--- src/hdl/uart_fmt_defs.svh ---
// Register map, field positions and reset values for the format block.
// Included by the design files and the bench; definitions only.
`ifndef UART_FMT_DEFS_SVH
`define UART_FMT_DEFS_SVH
`define ADDR_DATA0        3'h0
`define ADDR_DATA1        3'h1
`define ADDR_FIFO_CTRL    3'h2
`define ADDR_LINE_CTRL    3'h3
`define ADDR_MODEM_CTRL   3'h4
`define ADDR_FEAT_CTRL    3'h5
`define ADDR_ENH_FEAT     3'h6
`define ADDR_PROG_TRIG    3'h7
`define ADDR_STATUS       3'h0
`define LCR_RESET         8'h00
`define MCR_RESET         8'h00
`define EFR_ENH_BIT       4
`define FEATURE_CONTROL_REG_DIR_BIT      7
`define LCR_DIV_BIT       7
`define LCR_BRK_BIT       6
`define LCR_FORCE_BIT     5
`define LCR_EVEN_BIT      4
`define LCR_PAR_BIT       3
`define LCR_STOP_BIT      2
`define MCR_DTR_BIT       0
`define MCR_RTS_BIT       1
`define MCR_OP1_BIT       2
`define MCR_OP2_BIT       3
`define MCR_LOOP_BIT      4
`define MCR_XANY_BIT      5
`define MCR_IR_BIT        6
`define TRIG_RESET        8'h01
`endif

--- src/hdl/uart_fmt_pkg.sv ---
// Types shared by the format and trigger control design.
// Assumes the defs header sits beside it.
package uart_fmt_pkg;
  typedef enum logic [1:0] {
    TABLE_A = 2'b00,
    TABLE_B = 2'b01,
    TABLE_C = 2'b10,
    TABLE_D = 2'b11
  } trig_table_t;
  typedef enum logic [1:0] {
    TX_IDLE = 2'b00,
    TX_ARM  = 2'b01,
    TX_LOW  = 2'b10
  } tx_irq_state_t;
endpackage

--- src/hdl/trig_lut.sv ---
// Trigger level lookup for tables A to C, and the programmable table D.
// Assumes select codes and table come from registers on the same clock.
`timescale 1ns/1ps
`include "uart_fmt_defs.svh"
module trig_lut
  import uart_fmt_pkg::*;
(
  input  wire uart_fmt_pkg::trig_table_t tbl_in,
  input  wire logic [1:0]                rx_sel_in,
  input  wire logic [1:0]                tx_sel_in,
  input  wire logic [7:0]                prog_rx_in,
  input  wire logic [7:0]                prog_tx_in,
  output logic      [7:0]                rx_level_out,
  output logic      [7:0]                tx_level_out
);
  always_comb begin
    rx_level_out = 8'h01;
    tx_level_out = 8'h01;
    case (tbl_in)
      TABLE_A: begin
        case (rx_sel_in)
          2'b00:   rx_level_out = 8'h01;
          2'b01:   rx_level_out = 8'h04;
          2'b10:   rx_level_out = 8'h08;
          default: rx_level_out = 8'h0e;
        endcase
        tx_level_out = 8'h01;
      end
      TABLE_B: begin
        case (rx_sel_in)
          2'b00:   rx_level_out = 8'h08;
          2'b01:   rx_level_out = 8'h10;
          2'b10:   rx_level_out = 8'h18;
          default: rx_level_out = 8'h1c;
        endcase
        case (tx_sel_in)
          2'b00:   tx_level_out = 8'h10;
          2'b01:   tx_level_out = 8'h08;
          2'b10:   tx_level_out = 8'h18;
          default: tx_level_out = 8'h1e;
        endcase
      end
      TABLE_C: begin
        case (rx_sel_in)
          2'b00:   rx_level_out = 8'h08;
          2'b01:   rx_level_out = 8'h10;
          2'b10:   rx_level_out = 8'h38;
          default: rx_level_out = 8'h3c;
        endcase
        case (tx_sel_in)
          2'b00:   tx_level_out = 8'h08;
          2'b01:   tx_level_out = 8'h10;
          2'b10:   tx_level_out = 8'h20;
          default: tx_level_out = 8'h38;
        endcase
      end
      TABLE_D: begin
        rx_level_out = prog_rx_in;
        tx_level_out = prog_tx_in;
      end
      default: begin
        rx_level_out = 8'h01;
        tx_level_out = 8'h01;
      end
    endcase
  end
endmodule

--- src/hdl/uart_format_trigger_modem_ctrl.sv ---
// Configuration, trigger and modem control for one UART channel.
// Assumes FIFO counts, flow state and serial datapath on clk_in.
//
// The address map and strobed register access were decided locally.
`timescale 1ns/1ps
`include "uart_fmt_defs.svh"
module uart_format_trigger_modem_ctrl
  import uart_fmt_pkg::*;
(
  input  wire logic       clk_in,
  input  wire logic       reset_n_in,
  input  wire logic [2:0] addr_in,
  input  wire logic [7:0] wdata_in,
  input  wire logic       wr_in,
  input  wire logic       rd_in,
  output logic      [7:0] rdata_out,
  input  wire logic [7:0] rx_count_in,
  input  wire logic [7:0] tx_count_in,
  input  wire logic       tx_reload_in,
  input  wire logic       rx_char_in,
  input  wire logic       rx_is_xonxoff_in,
  input  wire logic       sw_flow_in,
  input  wire logic       ring_indicator_in,
  input  wire logic       core_irq_in,
  output logic            tx_irq_out,
  output logic            rx_irq_out,
  output logic [1:0]      rx_trig_sel_out,
  output logic [7:0]      rx_level_out,
  output logic [7:0]      tx_level_out,
  output logic            dma_mode_out,
  output logic [3:0]      word_bits_out,
  output logic            stop_half_out,
  output logic [1:0]      stop_bits_out,
  output logic            parity_en_out,
  output logic            parity_even_out,
  output logic            parity_forced_out,
  output logic            parity_force_val_out,
  output logic            break_out,
  output logic            divisor_sel_out,
  output logic            divisor_wr_out,
  output logic            divisor_high_byte_out,
  output logic            dtr_n_out,
  output logic            rts_n_out,
  output logic            rts_auto_ok_out,
  output logic            general_output_two_out,
  output logic            irq_out,
  output logic            irq_oe_out,
  output logic            loopback_out,
  output logic            ring_status_out,
  output logic            xon_any_out,
  output logic            resume_tx_out,
  output logic            rx_store_out,
  output logic            irda_en_out,
  output logic            irda_idle_low_out
);
  logic [7:0] line_control_q;
  logic [7:0] modem_control_q;
  logic [7:0] enhanced_feature_reg_q;
  logic [7:0] feature_control_reg_q;
  logic [7:0] prog_rx_q;
  logic [7:0] prog_tx_q;
  logic [7:0] divisor_low_q;
  logic [7:0] divisor_high_q;
  logic       dma_q;
  logic [1:0] rx_sel_q;
  logic [1:0] tx_sel_q;
  logic [7:0] rdata_q;
  logic       ri_meta_q;
  logic       ri_sync_q;
  logic [7:0] rx_count_prev_q;
  logic [7:0] tx_count_prev_q;
  logic       tx_irq_q;
  logic       rx_irq_q;
  logic       filled_above_q;
  logic       fifo_wr;
  logic       lcr_wr;
  logic       enh_en;
  logic       ri_level;
  trig_table_t tbl;

  function automatic logic wr_hit(input logic [2:0] a, input logic [2:0] t);
    wr_hit = (a == t);
  endfunction

  assign fifo_wr = wr_in && wr_hit(addr_in, `ADDR_FIFO_CTRL);
  assign lcr_wr  = wr_in && wr_hit(addr_in, `ADDR_LINE_CTRL);
  assign enh_en  = enhanced_feature_reg_q[`EFR_ENH_BIT];
  assign tbl     = trig_table_t'(feature_control_reg_q[5:4]);

  // FIFO control reads back IRQ status and RX select; fields are held for the datapath
  always_ff @(posedge clk_in or negedge reset_n_in) begin
    if (!reset_n_in) begin
      dma_q    <= 1'b0;
      rx_sel_q <= 2'b00;
      tx_sel_q <= 2'b00;
    end else if (fifo_wr && wdata_in[0]) begin
      dma_q    <= wdata_in[3];
      rx_sel_q <= wdata_in[7:6];
      if (enh_en) begin
        tx_sel_q <= wdata_in[5:4];
      end
    end
  end

  always_ff @(posedge clk_in or negedge reset_n_in) begin
    if (!reset_n_in) begin
      line_control_q <= `LCR_RESET;
    end else if (lcr_wr) begin
      line_control_q <= wdata_in;
    end
  end

  always_ff @(posedge clk_in or negedge reset_n_in) begin
    if (!reset_n_in) begin
      modem_control_q <= `MCR_RESET;
    end else if (wr_in && wr_hit(addr_in, `ADDR_MODEM_CTRL)) begin
      modem_control_q <= wdata_in;
    end
  end

  // Table select is one field, so the last write wins for both sides
  always_ff @(posedge clk_in or negedge reset_n_in) begin
    if (!reset_n_in) begin
      feature_control_reg_q  <= 8'h00;
      enhanced_feature_reg_q <= 8'h00;
    end else if (wr_in) begin
      if (wr_hit(addr_in, `ADDR_FEAT_CTRL)) begin
        feature_control_reg_q <= wdata_in;
      end
      if (wr_hit(addr_in, `ADDR_ENH_FEAT)) begin
        enhanced_feature_reg_q <= wdata_in;
      end
    end
  end

  always_ff @(posedge clk_in or negedge reset_n_in) begin
    if (!reset_n_in) begin
      prog_rx_q <= `TRIG_RESET;
      prog_tx_q <= `TRIG_RESET;
    end else if (wr_in && wr_hit(addr_in, `ADDR_PROG_TRIG)) begin
      if (feature_control_reg_q[`FEATURE_CONTROL_REG_DIR_BIT]) begin
        prog_tx_q <= wdata_in;
      end else begin
        prog_rx_q <= wdata_in;
      end
    end
  end

  // Divisor latch shares the data addresses while the access bit is set
  always_ff @(posedge clk_in or negedge reset_n_in) begin
    if (!reset_n_in) begin
      divisor_low_q  <= 8'h00;
      divisor_high_q <= 8'h00;
    end else if (wr_in && line_control_q[`LCR_DIV_BIT]) begin
      if (wr_hit(addr_in, `ADDR_DATA0)) begin
        divisor_low_q <= wdata_in;
      end
      if (wr_hit(addr_in, `ADDR_DATA1)) begin
        divisor_high_q <= wdata_in;
      end
    end
  end

  always_ff @(posedge clk_in or negedge reset_n_in) begin
    if (!reset_n_in) begin
      rdata_q <= 8'h00;
    end else if (rd_in) begin
      case (addr_in)
        `ADDR_DATA0: rdata_q <= line_control_q[`LCR_DIV_BIT] ?
                                divisor_low_q : 8'h00;
        `ADDR_DATA1: rdata_q <= line_control_q[`LCR_DIV_BIT] ?
                                divisor_high_q : 8'h00;
        `ADDR_FIFO_CTRL:  rdata_q <= {tx_irq_q, rx_irq_q, 4'h0,
                                      rx_sel_q};
        `ADDR_LINE_CTRL:  rdata_q <= line_control_q;
        `ADDR_MODEM_CTRL: rdata_q <= modem_control_q;
        `ADDR_FEAT_CTRL:  rdata_q <= feature_control_reg_q;
        `ADDR_ENH_FEAT:   rdata_q <= enhanced_feature_reg_q;
        `ADDR_PROG_TRIG:  rdata_q <= feature_control_reg_q[7] ?
                                     prog_tx_q : prog_rx_q;
        default:          rdata_q <= 8'h00;
      endcase
    end else begin
      rdata_q <= 8'h00;
    end
  end
  assign rdata_out = rdata_q;

  trig_lut u_trig_lut (
    .tbl_in       (tbl),
    .rx_sel_in    (rx_sel_q),
    .tx_sel_in    (tx_sel_q),
    .prog_rx_in   (prog_rx_q),
    .prog_tx_in   (prog_tx_q),
    .rx_level_out (rx_level_out),
    .tx_level_out (tx_level_out)
  );

  // Remember whether the TX count has gone above the TX trigger since the last reload
  always_ff @(posedge clk_in or negedge reset_n_in) begin
    if (!reset_n_in) begin
      filled_above_q <= 1'b0;
    end else if (tx_reload_in) begin
      filled_above_q <= (tx_count_in > tx_level_out);
    end else if (tx_count_in > tx_level_out) begin
      filled_above_q <= 1'b1;
    end
  end

  always_ff @(posedge clk_in or negedge reset_n_in) begin
    if (!reset_n_in) begin
      tx_count_prev_q <= 8'h00;
      rx_count_prev_q <= 8'h00;
    end else begin
      tx_count_prev_q <= tx_count_in;
      rx_count_prev_q <= rx_count_in;
    end
  end

  // Level outputs; the interrupt core clears by draining or refilling
  always_ff @(posedge clk_in or negedge reset_n_in) begin
    if (!reset_n_in) begin
      tx_irq_q <= 1'b0;
    end else if (filled_above_q) begin
      tx_irq_q <= (tx_count_in < tx_level_out);
    end else begin
      tx_irq_q <= (tx_count_in == 8'h00);
    end
  end

  always_ff @(posedge clk_in or negedge reset_n_in) begin
    if (!reset_n_in) begin
      rx_irq_q <= 1'b0;
    end else begin
      rx_irq_q <= (rx_count_in >= rx_level_out);
    end
  end
  assign tx_irq_out = tx_irq_q;
  assign rx_irq_out = rx_irq_q;

  // Ring pin is asynchronous; only the second stage is read
  always_ff @(posedge clk_in or negedge reset_n_in) begin
    if (!reset_n_in) begin
      ri_meta_q <= 1'b1;
      ri_sync_q <= 1'b1;
    end else begin
      ri_meta_q <= ring_indicator_in;
      ri_sync_q <= ri_meta_q;
    end
  end

  assign ri_level = modem_control_q[`MCR_LOOP_BIT] ?
                    modem_control_q[`MCR_OP1_BIT] : !ri_sync_q;
  assign ring_status_out = ri_level;

  assign rx_trig_sel_out      = rx_sel_q;
  assign dma_mode_out         = dma_q;
  assign word_bits_out        = 4'h5 +
                                {2'b00, line_control_q[1:0]};
  assign stop_half_out        = line_control_q[`LCR_STOP_BIT] &&
                                (line_control_q[1:0] == 2'b00);
  assign stop_bits_out        = line_control_q[`LCR_STOP_BIT] ?
                                2'h2 : 2'h1;
  assign parity_en_out        = line_control_q[`LCR_PAR_BIT];
  assign parity_even_out      = line_control_q[`LCR_EVEN_BIT];
  assign parity_forced_out    = line_control_q[`LCR_PAR_BIT] &&
                                line_control_q[`LCR_FORCE_BIT];
  assign parity_force_val_out = !line_control_q[`LCR_EVEN_BIT];
  assign break_out            = line_control_q[`LCR_BRK_BIT];
  assign divisor_sel_out      = line_control_q[`LCR_DIV_BIT];
  assign divisor_wr_out       = wr_in && line_control_q[`LCR_DIV_BIT] &&
                                wr_hit(addr_in, `ADDR_DATA1);
  assign divisor_high_byte_out = divisor_high_q[0];

  // DTR and RTS outputs are held high in loopback so the far end sees idle
  assign dtr_n_out = modem_control_q[`MCR_LOOP_BIT] ||
                     !modem_control_q[`MCR_DTR_BIT];
  assign rts_n_out = modem_control_q[`MCR_LOOP_BIT] ||
                     !modem_control_q[`MCR_RTS_BIT];
  assign rts_auto_ok_out = modem_control_q[`MCR_RTS_BIT];
  assign general_output_two_out = !modem_control_q[`MCR_OP2_BIT];
  assign irq_oe_out   = modem_control_q[`MCR_OP2_BIT];
  assign irq_out      = core_irq_in && modem_control_q[`MCR_OP2_BIT];
  assign loopback_out = modem_control_q[`MCR_LOOP_BIT];
  assign xon_any_out  = modem_control_q[`MCR_XANY_BIT];
  assign resume_tx_out = rx_char_in &&
                         modem_control_q[`MCR_XANY_BIT];
  assign rx_store_out  = rx_char_in &&
                         !(sw_flow_in && rx_is_xonxoff_in);
  assign irda_en_out       = modem_control_q[`MCR_IR_BIT];
  assign irda_idle_low_out = modem_control_q[`MCR_IR_BIT];
endmodule

--- config.mk ---
export PLATFORM = sky130hd
export DESIGN_NAME = uart_format_trigger_modem_ctrl
export DESIGN_NICKNAME = d
export VERILOG_FILES = /design/src/hdl/uart_fmt_pkg.sv /design/src/hdl/trig_lut.sv /design/src/hdl/uart_format_trigger_modem_ctrl.sv
export VERILOG_INCLUDE_DIRS = /design/src /design/src/hdl
export SDC_FILE = /design/constraint.sdc
export NUM_CORES = 1
export LEC_CHECK = 0
export BUFFER_PORTS_ARGS = -buffer_cell sky130_fd_sc_hd__buf_2
export CAP_MARGIN = 10
export CORE_ASPECT_RATIO = 1.2
export CORE_UTILIZATION = 50
export DETAILED_ROUTE_END_ITERATION = 8
export PLACE_DENSITY = 0.82
export SKIP_CTS_REPAIR_TIMING = 1
export SLEW_MARGIN = 25
export SYNTH_ARGS = -nofsm -noshare
export SYNTH_HDL_FRONTEND = slang
export SYNTH_HIERARCHICAL = 1
export SYNTH_SLANG_ARGS = --single-unit
export TNS_END_PERCENT = 1
--- constraint.sdc ---
create_clock -name clk_in -period 2.7 [get_ports clk_in]
set_clock_uncertainty 0.05 [all_clocks]
set_input_delay 0.135 -clock clk_in [delete_from_list [all_inputs] [get_ports clk_in]]
set_output_delay 0.135 -clock clk_in [all_outputs]
set_load 0.1 [all_outputs]
==> run summary, run 1 <==
status: finished, final reports clean
setup_tns: 0 ns
Clock power frac: 0.163
Rows: 37
CTS root buf: clkbuf_8
clock slew at reported path FFs: 0.08 ns
Layout area overhead: 19.7%
Pre-antenna DRT Iters: 4
CTS max path bufs: 2
Top Ports: 94
final WL: 11,700 µm
min Tclk post-route: 2.31 ns
Startpoint Class: register
vias in the first global route: 3,685
ANT nets after route: 0
Final Hold Fails: 0
CTS tree: built
post-synthesis register bit count: 82
die width: 89.2 µm
Required @ worst endpoint: 2.90 ns
clk sinks: 82
syn nets: 475
Initial Util: 0.524
dpl cell area: 5250 µm²
worst reg2reg endpoint: filled_above_q
final RePlAce weighted congestion: 0.821
DR iter-0 viols: 185
layout cell share with drive strength beyond 1: 0.431
flop2flop setup slack: 0.39 ns
sw frac: 0.500
vias per cell: 5.72
sw power: 2650 µW
Post-synth EDFFs: 0
pre-CTS setup slack: 0.401 ns
CP Class: register to register
Hold Path Class: input pin to register
first-pass GRT wire length: 18,400 µm
wire per inst: 18.6 µm
worst setup margin: 0.394 ns
MaxCap Viol Count: 0
leakage power: 0.00257 µW
clk_lat worst skew: 0.36 ns
post-route cell area: 5460 µm²
sequential share of power: 0.345
synthesized area: 4560 µm²
NumNets Final: 565
cell taking the most area after synthesis: dfrtp_1
register area share after synthesis: 0.451
IO Port Bufs: 93
FF-to-FF path depth: 10
critical path startpoint: feature_control_reg_q[5]
synthesized instance count: 415
Remaining DRCs: 0
Synth top area share: 0.428
Vias: 3,585
total track usage: 0.263
largest net degree at the start of global routing: 66
Avg Inst Size Synth: 11.0 µm²
CP arrival: 2.51 ns
TritonCTS buffer count: 9
Reg2Reg Launch Point: feature_control_reg_q[5]
Worst Setup EP: filled_above_q
CTS H-tree lvls: 3
critical path endpoint category: register
Logic pwr share: 0.492
top post-synthesis cells by area: dfrtp_1 (43%), mux2_2 (17%), ha_1 (6.3%)
Antenna Cells: 0
Max Clock Freq: 0.434 GHz
RSZ-0062 raised after global routing: false
final count of pins violating max slew: 0
Finished Core Util: 0.627
Peak supply drop: 801 µV
post-synthesis async set-or-reset flop share: 1.00
detailed placement HPWL: 8540 µm
Relative slew margins: 0.446
antenna violations before repair: 1
crit-path max FO: 13
# fillers: 755
power density cells: 973 nW/µm²
Die H: 107 µm
synth unique cells: 51
Tcrit/Tclk final: 0.854
Pint: 2650 µW
Die Area: 9500 µm²
worst slew pin tran: 0.831 ns
total grt overflow: 0
setup violators final: 0
dominant synthesized flop cell: dfrtp_1
Core ar.: 8700 µm²
yosys warns: 6
==> cell families after synthesis <==
group	synth area share
flops	0.451
compound gates	0.106
fa+ha+maj	0.0681
mux	0.204
buf+inv	0.0579
simple gates	0.113
==> layout by cell type, fill, tap and decap left out, drive strengths merged, types with 4 or more instances in the layout <==
master,count
clkbuf,11
nand4,4
dfrtp,78
o21ai,19
inv,33
dfstp,4
and3,6
and2,4
mux2,68
nand2,36
nor3,4
o211ai,7
nor2,10
mux2i,14
nor2b,6
ha,23
buf,100
a221oi,4
a21oi,22
nand3,14
==> area by class of cell <==
type,count,area [µm²],area share
tap,117,146,0.0268
multi-input combinational,277,2380,0.437
timing repair buffer,102,553,0.101
sequential,82,2060,0.378
clock inverter,5,56.3,0.0103
clock buffer,11,131,0.0241
inverter,33,124,0.0227
==> metrics by stage <==
step / total power, µW / hold slack [ns] / std cells
after floorplan: 3980 / -0.211 / 415
after global placement: 4370 / 0.191 / 609
after detailed placement: 4460 / 0.192 / 609
after CTS: 5330 / -0.193 / 625
after global routing: 5550 / 0.0405 / 627
final: 5310 / 0.0398 / 627
==> routing by layer <==
| layer | global-route usage | vias up | share of wire |
|---|---|---|---|
| li1 | - | 1652 | - |
| met1 | 0.325 | 1762 | 0.40 |
| met2 | 0.441 | 139 | 0.51 |
| met3 | 0.0370 | 30 | 0.059 |
| met4 | 0.138 | 2 | 0.032 |
| met5 | 0 | - | 0.00077 |
==> flip-flops by register name, summed over array words and instances, names as in the netlist, 2 cells and up <==
name                    cells
rx_trig_sel_out             2
enhanced_feature_reg_q      8
line_control_q              8
prog_tx_q                   8
rdata_out                   8
feature_control_reg_q       8
tx_sel_q                    2
divisor_high_q              8
divisor_low_q               8
modem_control_q             8
prog_rx_q                   8
==> power by group through the flow <==
stage | combinational (µW) | sequential, µW | clock [µW]
after floorplan | 1770 | 2210 | 0
after global placement | 2550 | 1820 | 0
after detailed placement | 2610 | 1850 | 0
after CTS | 2620 | 1830 | 885
after global routing | 2750 | 1880 | 933
final | 2610 | 1830 | 866
==> worst min-delay path by stage <==
stage                      startpoint                end  slack, ns  depth (start not counted)
detailed placement  ring_indicator_in          ri_meta_q       0.19                          1
CTS                 ring_indicator_in          ri_meta_q      -0.19                          1
global placement    ring_indicator_in          ri_meta_q       0.19                          1
floorplan                  reset_n_in  divisor_high_q[0]      -0.21                          0
global route                    rd_in       rdata_out[7]       0.04                          3
finish                 tx_count_in[5]         tx_irq_out       0.04                          4
==> cell usage after synthesis, types with 2 or more instances <==
cell and count:
dfrtp_1 78, mux2_2 68, nand2_1 36, inv_1 31
ha_1 23, a21oi_1 22, o21ai_0 17, mux2i_1 14
nand3_1 11, buf_2 10, nor2_1 9, buf_4 7
o211ai_1 7, and3_1 6, nor2b_1 6, a221oi_1 4
and2_1 4, clkbuf_1 4, dfstp_2 4, a21boi_0 3
a32oi_1 3, nand4_1 3, nor3_1 3, o311a_1 3
a21o_1 2, a22oi_1 2, a31oi_1 2, and2b_1 2
buf_6 2, inv_2 2, maj3_2 2, nand3_2 2
nor4_1 2, o21ai_1 2, o31ai_1 2, or2_2 2
==> worst max-delay path: stages (launching register included) <==
cell and delay (ns):
dfrtp_1 0.52, buf_4 0.25, nor2_1 0.11, a21oi_1 0.07, mux2i_4 0.16, inv_1 0.07
ha_1 0.27, nand4_1 0.09, or2_4 0.27, a2bb2oi_1 0.12, a21bo_2 0.23
No activity file was read; power rests on OpenSTA's default activity.
==> inputs of run 2 (changes only) <==
--- a/config.mk
+++ b/config.mk
@@ -9,9 +9,11 @@
 export BUFFER_PORTS_ARGS = -buffer_cell sky130_fd_sc_hd__buf_2
 export CAP_MARGIN = 10
 export CORE_ASPECT_RATIO = 1.2
-export CORE_UTILIZATION = 50
+export CORE_MARGIN = 5
+export CORE_UTILIZATION = 55
 export DETAILED_ROUTE_END_ITERATION = 8
-export PLACE_DENSITY = 0.82
+export GPL_ROUTABILITY_DRIVEN = 0
+export PLACE_DENSITY = 0.88
 export SKIP_CTS_REPAIR_TIMING = 1
 export SLEW_MARGIN = 25
 export SYNTH_ARGS = -nofsm -noshare
==> run 2 against run 1 <==
  * Power is 1.4% higher
  * Setup slack worse by 0.067 ns
  * Fmax is 2.8% lower
  * Global-route usage is 2.6 points lower
  * Core utilization is 4.5 points higher
  * Critical path depth stayed put
  * Hold slack worse by 0.0025 ns
  * Sequential share of layout area is 0.069 points higher
  * Clock-buffer cell count is 1 lower
  * Critical endpoint unchanged
==> run summary, run 2 (same netlist as run 1, synthesis figures left out) <==
sw frac: 0.500
Logic pwr share: 0.488
dpl cell area: 5220 µm²
Finished Core Util: 0.672
cell chain of the critical path: buf_4 -> nor2_1 -> a21oi_1 -> mux2i_4 -> inv_1 -> ha_1 -> nand4_1 -> or2_4 -> a2bb2oi_1 -> a21bo_2
CTS max path bufs: 2
CP top delay family: simple AND/OR/NAND/NOR gates
IO Port Bufs: 93
Overall Power: 5380 µW
commonest cells after routing, fill and taps aside: buf_2 (92), dfrtp_1 (76), mux2_2 (68)
CTS H-tree lvls: 3
Levels on crit path: 10
Initial Util: 0.562
Tcrit/Tclk final: 0.879
MaxCap Viol Count: 0
status: finished, final reports clean
largest net degree at the start of global routing: 43
vias per cell: 5.98
CTS tree: built
worst setup margin: 0.328 ns
Top Ports: 94
sw power: 2690 µW
post-route cell area: 5450 µm²
power density cells: 988 nW/µm²
Pre-antenna DRT Iters: 4
wire per inst: 19.1 µm
DR iter-0 viols: 247
Antenna Cells: 0
clk sinks: 82
Rows: 36
# fillers: 647
RSZ-0062 raised after global routing: false
ANT nets after route: 0
layout cell share with drive strength beyond 1: 0.436
Vias: 3,623
setup violators final: 0
final WL: 11,600 µm
Peak supply drop: 781 µV
Required @ worst endpoint: 2.90 ns
Clock power frac: 0.174
Final Hold Fails: 0
total track usage: 0.237
crit-path max FO: 13
worst reg2reg endpoint: filled_above_q
Remaining DRCs: 0
Die Area: 10,200 µm²
total grt overflow: 0
Core ar.: 8110 µm²
final count of pins violating max slew: 0
most common cell after layout, fill and taps aside: buf_2
clk_lat worst skew: 0.36 ns
CP peak stage delay: 0.50 ns
Layout area overhead: 19.5%
CP Class: register to register
Startpoint Class: register
clock slew at reported path FFs: 0.08 ns
flop2flop setup slack: 0.33 ns
Pint: 2690 µW
slowest cell on the critical path: dfrtp_1
CP bufs+invs: 2
setup_tns: 0 ns
NumNets Final: 566
leakage power: 0.00258 µW
Max Clock Freq: 0.422 GHz
antenna violations before repair: 0
min-delay src: tx_count_in[7]
CP arrival: 2.57 ns
vias in the first global route: 3,720
Reg2Reg Launch Point: feature_control_reg_q[5]
CTS root buf: clkbuf_8
Cells on Worst Hold Path: 4
Hold Path Class: input pin to register
critical path endpoint category: register
die width: 93.1 µm
pre-CTS setup slack: 0.364 ns
min Tclk post-route: 2.37 ns
sequential share of power: 0.338
TritonCTS buffer count: 9
Die H: 110 µm
first-pass GRT wire length: 18,600 µm
worst slew pin tran: 0.607 ns
FF-to-FF path depth: 10
Hold Path Sink: tx_irq_out
detailed placement HPWL: 8700 µm
Relative slew margins: 0.595
[run 2: cell count changes in the layout (fill, tap and decap cells not counted)]
cell      previous run  this run
clkinv_4             1         2
inv_6                0         2
buf_4                7         9
clkinv_2             2         0
clkbuf_1             2         0
clkbuf_8             9        10
buf_12               1         0
[run 2: routing by layer]
| layer | GRT usage | vias to the layer above | part of all wire | wire length (µm) |
|---|---|---|---|---|
| li1 | - | 1668 | - | - |
| met1 | 0.285 | 1791 | 0.39 | 4580 |
| met2 | 0.418 | 146 | 0.51 | 5970 |
| met3 | 0.0465 | 18 | 0.074 | 858 |
| met4 | 0.0963 | 0 | 0.017 | 194 |
| met5 | 0 | - | 0 | 0 |
[run 2: power groups by stage]
stage               Sequential (µW)  Combinational (µW)  Clock (µW)
floorplan                      2210                1770           0
global placement               1810                2570           0
detailed placement             1830                2620           0
CTS                            1810                2630         943
global route                   1850                2770        1000
finish                         1820                2630         935
[run 2: final cells by class]
cell class | count | area, µm² | area share
multi-input cells | 277 | 2380 | 0.437
flip-flops and latches | 82 | 2060 | 0.379
repair buffers | 103 | 548 | 0.101
clock buffers | 10 | 138 | 0.0253
inverters | 33 | 124 | 0.0227
well taps | 95 | 119 | 0.0218
clock inverters | 6 | 72.6 | 0.0133
[run 2: how the worst max path moves through the flow]
stage / start / to
after floorplan: rx_trig_sel_out[1] / rx_irq_out
after global placement: feature_control_reg_q[5] / filled_above_q
after detailed placement: feature_control_reg_q[5] / filled_above_q
after CTS: feature_control_reg_q[5] / filled_above_q
after global routing: tx_sel_q[0] / filled_above_q
final: feature_control_reg_q[5] / filled_above_q
[run 2: stage by stage]
step	cells	hold slack, ns
final	606	0.0373
after global routing	606	0.0249
after CTS	604	-0.296
after detailed placement	588	0.0973
after global placement	588	0.0898
after floorplan	415	-0.211
[run 2: tightest hold or removal path, cell delays in order]
cell     delay (ns)
buf_2          0.09
nor4_1         0.04
nand3_1        0.08
o31ai_1        0.06
==> inputs of run 3 (changes only) <==
==> constraint.sdc (replaced) <==
create_clock -name clk_in -period 2.35 [get_ports clk_in]
set_clock_uncertainty 0.05 [all_clocks]
set_input_delay 0.1175 -clock clk_in [delete_from_list [all_inputs] [get_ports clk_in]]
set_output_delay 0.1175 -clock clk_in [all_outputs]
set_load 0.1 [all_outputs]
==> run 3 against run 2 <==
  * First-iteration DRC count fell by 34%
  * Sequential power rose by 15%
  * Global-route usage rose by 0.58 points
  * Critical path type unchanged
  * Critical endpoint unchanged
  * Final area rose by 1.1%
  * Via count fell by 0.41%
  * Final cell count rose by 0.66%
  * Critical path depth did not move
==> run summary, run 3 (same netlist as run 1, synthesis figures left out) <==
status: finished, final reports clean
die width: 93.1 µm
Core ar.: 8110 µm²
cell chain of the critical path: inv_2 -> buf_4 -> ha_4 -> o31ai_4 -> inv_2 -> ha_4 -> nand4_1 -> or2_4 -> a2bb2oi_1 -> a21bo_2
Reg2Reg Launch Point: tx_sel_q[1]
final count of pins violating max slew: 0
FF/Latch Area: 2060 µm²
CTS root buf: clkbuf_8
Hold Path Class: input pin to register
crit-path max FO: 4
CP Class: register to register
Levels on crit path: 10
Finished Core Util: 0.679
min Tclk post-route: 2.26 ns
total track usage: 0.243
Die Area: 10,200 µm²
critical path startpoint: tx_sel_q[1]
sw frac: 0.491
Pre-antenna DRT Iters: 4
final WL: 11,800 µm
commonest cells after routing, fill and taps aside: buf_2 (90), dfrtp_1 (74), mux2_2 (68)
worst reg2reg endpoint: filled_above_q
Startpoint Class: register
wire per inst: 19.3 µm
fin cells: 610
ANT nets after route: 0
Logic pwr share: 0.499
clk_lat worst skew: 0.36 ns
Max Clock Freq: 0.443 GHz
Layout area overhead: 20.8%
Worst Setup EP: filled_above_q
Remaining DRCs: 0
clk sinks: 82
Relative slew margins: 0.582
vias in the first global route: 3,724
setup_tns: 0 ns
CTS H-tree lvls: 3
sw power: 3060 µW
slowest cell on the critical path: dfrtp_1
Initial Util: 0.562
total grt overflow: 0
critical path endpoint category: register
FF-to-FF path depth: 10
vias per cell: 5.91
Clock power frac: 0.165
worst slew pin tran: 0.627 ns
sequential share of power: 0.336
layout cell share with drive strength beyond 1: 0.447
clock slew at reported path FFs: 0.08 ns
leakage power: 0.00261 µW
CP top delay family: compound AO/OA/AOI/OAI gates
MaxCap Viol Count: 0
setup violators final: 0
CTS max path bufs: 2
Rows: 36
antenna violations before repair: 0
TritonCTS buffer count: 9
Tcrit/Tclk final: 0.960
DR WL met2: 5870 µm
NumNets Final: 570
DRT met1 WL: 4710 µm
power density cells: 1130 nW/µm²
Pint: 3170 µW
placed cell count: 590
IO Port Bufs: 93
Die H: 110 µm
Antenna Cells: 0
metal3 WL: 742 µm
largest net degree at the start of global routing: 50
CP bufs+invs: 3
detailed placement HPWL: 8740 µm
Required @ worst endpoint: 2.56 ns
Vias: 3,608
# fillers: 622
most common cell after layout, fill and taps aside: buf_2
area of the multi-input gates: 2390 µm²
CTS tree: built
CP peak stage delay: 0.43 ns
DR iter-0 viols: 162
Peak supply drop: 985 µV
Top Ports: 94
top sig layer: met4
flop2flop setup slack: 0.09 ns
first-pass GRT wire length: 19,100 µm
CP arrival: 2.46 ns
Final Hold Fails: 0
-- run 3: layout make-up --
cell class | count | area share
well taps | 95 | 0.0216
repair buffers | 107 | 0.110
clock inverters | 2 | 0.00636
multi-input cells | 277 | 0.435
inverters | 33 | 0.0225
flip-flops and latches | 82 | 0.375
clock buffers | 14 | 0.0295
-- run 3: worst reg2reg max path: stages (launching register included) --
cell and delay (ns):
dfrtp_1 0.43, inv_2 0.08, buf_4 0.14, ha_4 0.24
o31ai_4 0.19, inv_2 0.07, ha_4 0.27, nand4_1 0.10
or2_4 0.24, a2bb2oi_1 0.12, a21bo_2 0.23
-- run 3: metrics by stage --
step                setup WS, ns  instance area (µm²)  power, µW  hold slack (ns)
floorplan                 -0.465                 4710       4580           -0.228
global placement           0.196                 5260       5080            0.122
detailed placement        0.0553                 5260       5190            0.125
CTS                       0.0569                 5460       6220           -0.258
global route             -0.0101                 5510       6520           0.0408
finish                    0.0940                 5510       6230           0.0316
-- run 3: power by group through the flow --
stage / registers, µW / clock network (µW) / logic [µW]
4_1_cts: 2090 / 1040 / 3100
3_5_place_dp: 2110 / 0 / 3080
2_1_floorplan: 2540 / 0 / 2040
5_1_grt: 2140 / 1100 / 3280
6_report: 2100 / 1030 / 3110
3_3_place_gp: 2080 / 0 / 3000
-- run 3: worst min-delay path by stage --
stage                         from  cells after the start                         to
floorplan               reset_n_in                      0          divisor_high_q[0]
global placement        reset_n_in                      1               rdata_out[1]
detailed placement      reset_n_in                      1  enhanced_feature_reg_q[0]
CTS                     reset_n_in                      1               rdata_out[7]
global route        tx_count_in[2]                      4                 tx_irq_out
finish                       rd_in                      3               rdata_out[7]
-- run 3: layer usage --
layer  vias to the layer above  track usage
li1                       1673            -
met1                      1747        0.296
met2                       151        0.415
met3                        37       0.0452
met4                         0        0.121
met5                         -            0
